## config.mk

```make
export PLATFORM = sky130hd
export DESIGN_NAME = cdi_instruction_unit
export DESIGN_NICKNAME = d
export VERILOG_FILES = /design/src/inc/cdi_pkg.sv /design/src/cdi_instruction_unit.sv
export VERILOG_INCLUDE_DIRS = /design/src /design/src/inc
export SDC_FILE = /design/constraint.sdc
export NUM_CORES = 2
export LEC_CHECK = 0
export BUFFER_PORTS_ARGS = -buffer_cell sky130_fd_sc_hd__buf_4
export CAP_MARGIN = 20
export CORE_ASPECT_RATIO = 2
export CORE_MARGIN = 4
export CORE_UTILIZATION = 33
export DETAILED_ROUTE_END_ITERATION = 8
export PLACE_DENSITY = 0.55
export SLEW_MARGIN = 20
export SYNTH_ARGS = -nofsm -noshare
export SYNTH_HDL_FRONTEND = slang
export SYNTH_SLANG_ARGS = --single-unit
```

## constraint.sdc

```tcl
create_clock -name mclk_in -period 4.6 [get_ports mclk_in]
set_input_delay 0.46 -clock mclk_in [delete_from_list [all_inputs] [get_ports mclk_in]]
set_output_delay 0.46 -clock mclk_in [all_outputs]
set_load 0.01 [all_outputs]
```

## src/inc/cdi_consts.svh

```systemverilog
// offsets, field positions, reset values and timing counts of the instruction unit
`ifndef CDI_CONSTS_SVH
`define CDI_CONSTS_SVH

`define CDI_OFF_INSTR 8'h00
`define CDI_OFF_DATA 8'h04
`define CDI_OFF_STATUS 8'h08

`define CDI_SPACE_CODE 8'h20
`define CDI_HOME_ADDR 7'h00
`define CDI_CHAR_L1_END 7'h27
`define CDI_CHAR_L2_START 7'h40
`define CDI_CHAR_L2_END 7'h67
`define CDI_GLYPH_END 6'h3f
`define CDI_SHIFT_LAST 6'h27
`define CDI_LUMA_RST 2'h0

`define CDI_CLK_KHZ 50000
`define CDI_BLINK_HALF_MS 500
`define CDI_BLINK_HALF_CYC (`CDI_BLINK_HALF_MS * `CDI_CLK_KHZ)

// status word bit positions
`define CDI_ST_DIR 0
`define CDI_ST_AUTO 1
`define CDI_ST_DISP 2
`define CDI_ST_CUR 3
`define CDI_ST_BLINK 4
`define CDI_ST_BUSW 5
`define CDI_ST_LINES 6
`define CDI_ST_LUMA 7
`define CDI_ST_GLYPH 9
`define CDI_ST_PHASE 10
`define CDI_ST_SHIFT 16

`endif

```

## src/inc/cdi_pkg.sv

```systemverilog
// types shared by the instruction unit
package cdi_pkg;

    typedef enum logic [10:0] {
        CDI_OP_NONE   = 11'b000_0000_0001,
        CDI_OP_CLEAR  = 11'b000_0000_0010,
        CDI_OP_HOME   = 11'b000_0000_0100,
        CDI_OP_ENTRY  = 11'b000_0000_1000,
        CDI_OP_DISP   = 11'b000_0001_0000,
        CDI_OP_SHIFT  = 11'b000_0010_0000,
        CDI_OP_FUNC   = 11'b000_0100_0000,
        CDI_OP_GLYPH  = 11'b000_1000_0000,
        CDI_OP_CHAR   = 11'b001_0000_0000,
        CDI_OP_DATAWR = 11'b010_0000_0000,
        CDI_OP_DATARD = 11'b100_0000_0000
    } cdi_op_type;

endpackage

```

## src/cdi_instruction_unit.sv

```systemverilog
// instruction interpreter of a two-line character display, reached over ahb-lite
//
// Overview of operation
// - home: pointer to 00H, shift cleared
// - direction 0: decrement; auto-shift right on writes
// - direction 1: increment; auto-shift left on writes
// - auto-shift only after character memory writes
// - display control sets display, cursor, blink
// - blink alternates cursor character at 1Hz
// - shift instruction steps pointer, optionally shifts display
// - shift instruction returns pointer to character memory
// - bus-width bit selects 4 or 8 bit
// - line-count bit selects one or two lines
// - two-bit luminance code sets brightness
// - glyph address loads six bits, targets glyphs
// - character address loads seven bits, targets characters
// - pointer read returns pointer, busy always 0
// - data write stores byte, steps pointer, shifts
// - data read returns byte, steps pointer
// - reset fills spaces, pointer 00H, unshifted
// - reset defaults: increment, display off, 8-bit, two lines
// - setting instructions touch only their bits
// - character pointer wraps between the two lines
// - glyph pointer wraps within 00H..3FH
// - clear fills spaces, home, sets increment
`timescale 1ns/1ns
`default_nettype none
`include "cdi_consts.svh"

module cdi_instruction_unit
    import cdi_pkg::*;
#(
    parameter int unsigned BLINK_HALF_CYC = `CDI_BLINK_HALF_CYC
) (
    input wire logic mclk_in,
    input wire logic rst_n_in,
    input wire logic hsel_in,
    input wire logic [31:0] haddr_in,
    input wire logic [1:0] htrans_in,
    input wire logic hwrite_in,
    input wire logic [2:0] hsize_in,
    input wire logic [31:0] hwdata_in,
    input wire logic hready_in,
    output logic [31:0] hrdata_out,
    output logic hreadyout_out,
    output logic hresp_out,
    output logic display_on_out,
    output logic cursor_on_out,
    output logic blink_show_full_out,
    output logic bus_width_bit_out,
    output logic two_lines_out,
    output logic [1:0] luminance_out,
    output logic [5:0] shift_offset_out,
    output logic [6:0] cursor_addr_out
);

    // =====================================================================
    // state
    // =====================================================================
    logic [7:0] char_code_memory [0:127];
    logic [7:0] glyph_pattern_memory [0:63];
    logic [6:0] addr_pointer_r;
    logic glyph_target_r;
    logic dir_inc_r;
    logic auto_shift_r;
    logic disp_en_r;
    logic cur_en_r;
    logic blink_en_r;
    logic bus_width_bit_r;
    logic two_lines_r;
    logic luminance_high_bit_r;
    logic luminance_low_bit_r;
    logic [5:0] shift_r;
    logic [24:0] blink_cnt_r;
    logic blink_phase_r;
    logic pend_r;
    logic pend_wr_r;
    logic [7:0] pend_addr_r;
    logic hreadyout_r;
    logic [31:0] hrdata_r;

    // =====================================================================
    // bus slave: one wait state for every transfer
    // =====================================================================
    logic accept;
    // taken only once the previous data phase has ended
    assign accept = hsel_in && htrans_in[1] && hready_in;

    always_ff @(posedge mclk_in or negedge rst_n_in) begin
        if (!rst_n_in) begin
            pend_r <= 1'b0;
            pend_wr_r <= 1'b0;
            pend_addr_r <= 8'h00;
            hreadyout_r <= 1'b1;
        end else begin
            pend_r <= accept;
            hreadyout_r <= !accept;
            if (accept) begin
                pend_wr_r <= hwrite_in;
                pend_addr_r <= haddr_in[7:0];
            end
        end
    end

    // =====================================================================
    // decode
    // =====================================================================
    cdi_op_type op;
    logic [7:0] cmd;
    // instruction byte stands on the bus in the data phase
    assign cmd = hwdata_in[7:0];

    always_comb begin
        op = CDI_OP_NONE;
        if (pend_r && pend_addr_r == `CDI_OFF_DATA) begin
            op = pend_wr_r ? CDI_OP_DATAWR : CDI_OP_DATARD;
        end else if (pend_r && pend_wr_r && pend_addr_r == `CDI_OFF_INSTR) begin
            casez (cmd)
                8'b1???_????: op = CDI_OP_CHAR;
                8'b01??_????: op = CDI_OP_GLYPH;
                8'b001?_????: op = CDI_OP_FUNC;
                8'b0001_????: op = CDI_OP_SHIFT;
                8'b0000_1???: op = CDI_OP_DISP;
                8'b0000_01??: op = CDI_OP_ENTRY;
                8'b0000_001?: op = CDI_OP_HOME;
                8'b0000_0001: op = CDI_OP_CLEAR;
                default: op = CDI_OP_NONE;
            endcase
        end
    end

    // =====================================================================
    // pointer stepping
    // =====================================================================
    function automatic logic [6:0] step_ptr(input logic [6:0] p, input logic glyph, input logic inc);
        logic [6:0] r;
        r = inc ? 7'(p + 7'd1) : 7'(p - 7'd1);
        if (glyph) begin
            r = {1'b0, r[5:0]};
        end else if (inc) begin
            if (p == `CDI_CHAR_L1_END) begin
                r = `CDI_CHAR_L2_START;
            end else if (p == `CDI_CHAR_L2_END) begin
                r = `CDI_HOME_ADDR;
            end
        end else begin
            if (p == `CDI_CHAR_L2_START) begin
                r = `CDI_CHAR_L1_END;
            end else if (p == `CDI_HOME_ADDR) begin
                r = `CDI_CHAR_L2_END;
            end
        end
        return r;
    endfunction

    always_ff @(posedge mclk_in or negedge rst_n_in) begin
        if (!rst_n_in) begin
            addr_pointer_r <= `CDI_HOME_ADDR;
            glyph_target_r <= 1'b0;
        end else begin
            unique case (op)
                CDI_OP_CLEAR, CDI_OP_HOME: begin
                    addr_pointer_r <= `CDI_HOME_ADDR;
                    glyph_target_r <= 1'b0;
                end
                // step into character memory
                // glyph pointer reused as a character address
                CDI_OP_SHIFT: begin
                    addr_pointer_r <= step_ptr(glyph_target_r ? {1'b0, addr_pointer_r[5:0]} : addr_pointer_r,
                                               1'b0, cmd[2]);
                    glyph_target_r <= 1'b0;
                end
                CDI_OP_GLYPH: begin
                    addr_pointer_r <= {1'b0, cmd[5:0]};
                    glyph_target_r <= 1'b1;
                end
                CDI_OP_CHAR: begin
                    addr_pointer_r <= cmd[6:0];
                    glyph_target_r <= 1'b0;
                end
                CDI_OP_DATAWR, CDI_OP_DATARD: begin
                    addr_pointer_r <= step_ptr(addr_pointer_r, glyph_target_r, dir_inc_r);
                end
                default: begin
                end
            endcase
        end
    end

    // =====================================================================
    // memories
    // =====================================================================
    always_ff @(posedge mclk_in or negedge rst_n_in) begin
        if (!rst_n_in) begin
            // every location is a flop, so it fills at once
            // spaces at reset
            for (int i = 0; i < 128; i++) begin
                char_code_memory[i] <= `CDI_SPACE_CODE;
            end
        end else if (op == CDI_OP_CLEAR) begin
            for (int i = 0; i < 128; i++) begin
                char_code_memory[i] <= `CDI_SPACE_CODE;
            end
        end else if (op == CDI_OP_DATAWR && !glyph_target_r) begin
            char_code_memory[addr_pointer_r] <= hwdata_in[7:0];
        end
    end

    always_ff @(posedge mclk_in) begin
        if (op == CDI_OP_DATAWR && glyph_target_r) begin
            glyph_pattern_memory[addr_pointer_r[5:0]] <= hwdata_in[7:0];
        end
    end

    // =====================================================================
    // settings
    // =====================================================================
    always_ff @(posedge mclk_in or negedge rst_n_in) begin
        if (!rst_n_in) begin
            dir_inc_r <= 1'b1;
            auto_shift_r <= 1'b0;
            disp_en_r <= 1'b0;
            cur_en_r <= 1'b0;
            blink_en_r <= 1'b0;
            bus_width_bit_r <= 1'b1;
            two_lines_r <= 1'b1;
            {luminance_high_bit_r, luminance_low_bit_r} <= `CDI_LUMA_RST;
        end else begin
            // each setting instruction touches its own bits; clear also sets increment
            unique case (op)
                CDI_OP_CLEAR: begin
                    dir_inc_r <= 1'b1;
                end
                CDI_OP_ENTRY: begin
                    dir_inc_r <= cmd[1];
                    auto_shift_r <= cmd[0];
                end
                CDI_OP_DISP: begin
                    disp_en_r <= cmd[2];
                    cur_en_r <= cmd[1];
                    blink_en_r <= cmd[0];
                end
                CDI_OP_FUNC: begin
                    bus_width_bit_r <= cmd[4];
                    two_lines_r <= cmd[3];
                    luminance_high_bit_r <= cmd[1];
                    luminance_low_bit_r <= cmd[0];
                end
                default: begin
                end
            endcase
        end
    end

    // =====================================================================
    // display shift: left shift advances the first visible column
    // =====================================================================
    always_ff @(posedge mclk_in or negedge rst_n_in) begin
        if (!rst_n_in) begin
            shift_r <= 6'd0;
        end else if (op == CDI_OP_CLEAR || op == CDI_OP_HOME) begin
            shift_r <= 6'd0;
        end else if ((op == CDI_OP_SHIFT && cmd[3]) ||
                     (op == CDI_OP_DATAWR && !glyph_target_r && auto_shift_r)) begin
            if ((op == CDI_OP_SHIFT) ? !cmd[2] : dir_inc_r) begin
                shift_r <= (shift_r == `CDI_SHIFT_LAST) ? 6'd0 : 6'(shift_r + 6'd1);
            end else begin
                shift_r <= (shift_r == 6'd0) ? `CDI_SHIFT_LAST : 6'(shift_r - 6'd1);
            end
        end
    end

    // =====================================================================
    // blink divider
    // =====================================================================
    always_ff @(posedge mclk_in or negedge rst_n_in) begin
        if (!rst_n_in) begin
            blink_cnt_r <= 25'd0;
            blink_phase_r <= 1'b0;
        end else if (blink_cnt_r == 25'(BLINK_HALF_CYC - 1)) begin
            blink_cnt_r <= 25'd0;
            blink_phase_r <= !blink_phase_r;
        end else begin
            blink_cnt_r <= 25'(blink_cnt_r + 25'd1);
        end
    end

    // =====================================================================
    // read data and outputs
    // =====================================================================
    logic [31:0] status_word;
    always_comb begin
        status_word = 32'h0000_0000;
        status_word[`CDI_ST_DIR] = dir_inc_r;
        status_word[`CDI_ST_AUTO] = auto_shift_r;
        status_word[`CDI_ST_DISP] = disp_en_r;
        status_word[`CDI_ST_CUR] = cur_en_r;
        status_word[`CDI_ST_BLINK] = blink_en_r;
        status_word[`CDI_ST_BUSW] = bus_width_bit_r;
        status_word[`CDI_ST_LINES] = two_lines_r;
        status_word[`CDI_ST_LUMA +: 2] = {luminance_high_bit_r, luminance_low_bit_r};
        status_word[`CDI_ST_GLYPH] = glyph_target_r;
        status_word[`CDI_ST_PHASE] = blink_phase_r;
        status_word[`CDI_ST_SHIFT +: 6] = shift_r;
    end

    always_ff @(posedge mclk_in or negedge rst_n_in) begin
        if (!rst_n_in) begin
            hrdata_r <= 32'h0000_0000;
        end else if (pend_r && !pend_wr_r) begin
            if (op == CDI_OP_DATARD) begin
                hrdata_r <= {24'h00_0000, glyph_target_r ? glyph_pattern_memory[addr_pointer_r[5:0]]
                                                          : char_code_memory[addr_pointer_r]};
            end else if (pend_addr_r == `CDI_OFF_INSTR) begin
                hrdata_r <= {24'h00_0000, 1'b0, addr_pointer_r};
            end else if (pend_addr_r == `CDI_OFF_STATUS) begin
                hrdata_r <= status_word;
            end else begin
                hrdata_r <= 32'h0000_0000;
            end
        end
    end

    logic blink_r;
    always_ff @(posedge mclk_in or negedge rst_n_in) begin
        if (!rst_n_in) begin
            blink_r <= 1'b0;
        end else begin
            // registered, so it lags the phase by one cycle
            // full-on half of blink
            blink_r <= blink_en_r && blink_phase_r;
        end
    end

    assign hrdata_out = hrdata_r;
    assign hreadyout_out = hreadyout_r;
    assign hresp_out = 1'b0;
    assign display_on_out = disp_en_r;
    assign cursor_on_out = cur_en_r;
    assign blink_show_full_out = blink_r;
    assign bus_width_bit_out = bus_width_bit_r;
    assign two_lines_out = two_lines_r;
    assign luminance_out = {luminance_high_bit_r, luminance_low_bit_r};
    assign shift_offset_out = shift_r;
    assign cursor_addr_out = addr_pointer_r;

endmodule // cdi_instruction_unit
`default_nettype wire

```

==> results.tsv <==
stage	metric	value	unit
global_routing	grt_max_degree	173	
floorplanning	core_region_area	221000	µm²
detailed_routing	dr_wl_met3	29.9	mm
power	p_sw	11.9	mW
worst_hold_path	hold_path_depth	3	
power	p_per_area	428	nW/µm²
placed_design	port_buffers	59	
clock_tree	cts_setup_buffers	0	
detailed_routing	highest_layer	met5	
cells_and_area	layout.nets	7354	
detailed_routing	drt_iter0_markers	7663	
detailed_routing	wirelength	338	mm
floorplanning	die_area	230000	µm²
cells_and_area	area_delta_synth_final	14.8	%
yosys	synth_seq_cells	1614	
floorplanning	rows	244	
detailed_routing	detail_route.wl_per_cell	32.6	µm
detailed_routing	routed-wl-met2	159	mm
yosys	yosysSeqAreaShare	58.8	%
placed_design	place_area	79200	µm²
setup_path	worstPathArrival	5.16	ns
clock_tree	cts_made_buffers	150	
sta	maxClockFrequency	226	MHz
power	seqPwrFrac	42.4	%
setup_path	cp.depth	6	
detailed_routing	dr_total_vias	62630	
sta	finalCriticalPeriod	4.43	ns
outcome	status	finished with violations	
yosys	synth_top_area_share	33.1	%
setup_path	ff2ff_setup_slack	0.17	ns
cells_and_area	nFillCells	21776	
global_routing	grt_pass1_vias	61264	
sta	setup_tns	0	ns
yosys	async_reset_ff_share	68.3	%
setup_path	critPathCaptureType	register	
floorplanning	die-height	675	µm
floorplanning	die_w	341	µm
setup_path	r2r_end	hrdata_out[5]	
yosys	ys.flop_type	dfrtp_1	
yosys	yosysMostFrequentCell	nand2_1	
power	ir_drop	0.000248	V
yosys	synthTopCellsByArea	dfrtp_1, edfxtp_1, nand2_1	
floorplanning	start_util	33.2	%
setup_path	r2r_cells	6	
global_routing	antenna_found_initial	27	
sta	slew_headroom	12.3	%
sta	rsz0062_at_grt	no	
outcome	violations	DRC	
setup_path	crit_buf_inv	0	
detailed_routing	wl_met1	109	mm
setup_path	critPathMaxStageDelay	0.98	ns
run	drv_cap	0	
clock_tree	insertion_delay	0.84	ns
global_routing	gr-total-overflow	0	
power	p_int	24.2	mW
clock_tree	clkSinkCount	1614	
yosys	yosys_warnings	0	
placed_design	hpwl	224	mm
clock_tree	hold_buffers	11	
setup_path	critPathRequiredTime	5.33	ns
setup_path	startpoint_type	register	
yosys	netlist_area	73400	µm²
power	p_sw_share	32.9	%
placed_design	gp_congestion	1.00	
sta	slew_violations	0	
cells_and_area	final_cell_area	84300	µm²
yosys	yosys.area.top_type	dfrtp_1	
clock_tree	tritoncts	built	
yosys	synthCells	7140	
clock_tree	cts_root_buffer	clkbuf_16	
floorplanning	io_pins	128	
setup_path	startpoint	cursor_addr_out[2]	
detailed_routing	vias_per_cell	6.05	
power	clkPwrFrac	35.6	%
global_routing	grt_first_pass_wirelength	473	mm
detailed_routing	antenna_left	0	
worst_hold_path	hp-class	in -> reg	
power	leakagePower	36.6	nW
cells_and_area	drive_gt1_share	15.0	%
sta	fin_crit_sh	96.4	%
detailed_routing	drc	1	
setup_path	crit_fanout	35	
sta	worst_pin_slew	1.32	ns
sta	finClkSkew	0.0441	ns
clock_tree	htree_levels	4	
setup_path	cp_slowest_cell	dfrtp_4	
setup_path	reg2reg_from	cursor_addr_out[2]	
setup_path	critical_path_class	reg -> reg	
yosys	synth_common_cells	nand2_1, dfrtp_1, nand3_1	
setup_path	crit_family	simple AND/OR/NAND/NOR gates	
sta	setup_viol	0	
power	pwr-share-comb	22.0	%
yosys	ys_types	81	
clock_tree	clk_pin_slew_worst_paths	0.07	ns
worst_hold_path	holdCritStartpoint	hwdata_in[7]	
setup_path	critPathCapture	hrdata_out[5]	
setup_path	crit_chain	and2_2 -> a221oi_1 -> o221ai_1 -> nand4_1 -> a41o_1 -> o31ai_1	
detailed_routing	drt_pass1_iterations	9	
clock_tree	cts.repair.resized	0	
yosys	synth_area_per_cell	10.3	µm²
global_routing	grt.total_usage	28.7	%
sta	hold_viol	0	
yosys	synth_edf_count	512	
clock_tree	clockBufferDepth	4	
[routing by layer]
metal	GRT usage (%)	vias to the layer above
li1	-	25792
met1	30.3	31444
met2	46.9	3931
met3	6.67	1441
met4	27.4	22
met5	0	-
[flip-flops by register name (all words and copies together), names as in the netlist, 6 cells and up]
name                  flops
char_code_memory       1024
glyph_pattern_memory    512
blink_cnt_r              25
hrdata_out               17
pend_addr_r               8
cursor_addr_out           7
shift_offset_out          6
[worst min-delay path by stage]
stage,end,slack (ns)
2_1_floorplan,auto_shift_r,0.16
3_3_place_gp,blink_cnt_r[14],0.47
3_5_place_dp,char_code_memory[193],0.48
4_1_cts,char_code_memory[623],0.003
5_1_grt,char_code_memory[623],0.04
6_report,char_code_memory[623],0.04
[per-stage QoR]
stage / total power [mW] / setup WS (ns) / utilization, % / hold WS, ns / instances
after floorplan: 18.7 / 1.35 / - / 0.164 / 7155
after global placement: 23.0 / 0.623 / 35.8 / 0.468 / 10048
after detailed placement: 23.1 / 0.617 / 35.8 / 0.480 / 10048
after CTS: 35.8 / 0.591 / 38.0 / 0.00276 / 10322
after global routing: 36.6 / 0.244 / 38.1 / 0.0400 / 10332
final: 36.1 / 0.167 / 38.1 / 0.0435 / 10349
[logic make-up (layout without fill, tap and decap cells)]
kind of cell    after synthesis  in the layout  synth area share, %
fa+ha+maj                    16             16                0.293
xor+xnor                     30             30                0.358
flops                      1614           1614                 58.8
mux                         355            355                 5.88
simple gates               3184           3184                 18.3
buf+inv                     565            785                 3.49
compound gates             1375           1375                 12.9
other cells                   1             38              0.00511
[power groups by stage]
stage	combinational, mW	sequential (mW)	clock (mW)
after global routing	7.93	15.3	13.4
final	7.93	15.3	12.8
after floorplan	3.31	15.4	0
after CTS	7.53	15.3	12.9
after detailed placement	7.49	15.6	0
after global placement	7.47	15.6	0
[worst min-delay path, delay by kind of cell]
family | cells | cell delay, ns
buffers and inverters | 1 | 0.21
and+or+nand+nor | 2 | 0.15
[cell type report]
| cell class | count | area (µm²) | share of cell area [%] |
|---|---|---|---|
| Sequential cell | 1614 | 43100 | 51.2 |
| Multi-Input combinational cell | 4976 | 28000 | 33.2 |
| Timing Repair Buffer | 500 | 4540 | 5.39 |
| Clock buffer | 209 | 4230 | 5.02 |
| Tap cell | 2952 | 3690 | 4.38 |
| Clock inverter | 54 | 547 | 0.649 |
| Inverter | 22 | 90.1 | 0.107 |
| Antenna cell | 22 | 55.1 | 0.0653 |
[cell usage in the layout (no fill, tap or decap), drive strengths merged, types with 18 or more instances in the layout]
| cell type | instances |
|---|---|
| a22o | 46 |
| buf | 482 |
| edfxtp | 512 |
| dfstp | 132 |
| a32o | 94 |
| mux4 | 46 |
| o21ai | 375 |
| o221ai | 20 |
| dfrtp | 970 |
| a221o | 45 |
| o22ai | 21 |
| nor3 | 34 |
| nand3 | 761 |
| mux2i | 162 |
| a31oi | 28 |
| diode | 22 |
| nand4 | 19 |
| clkinv | 37 |
| mux2 | 147 |
| a221oi | 135 |
| o211ai | 25 |
| a21oi | 253 |
| inv | 26 |
| clkbuf | 216 |
| xnor2 | 18 |
| a211oi | 23 |
| o2bb2ai | 28 |
| nand2 | 1719 |
| a22oi | 162 |
| nor2 | 540 |
Note: power is estimated with default switching activity, not from simulation.
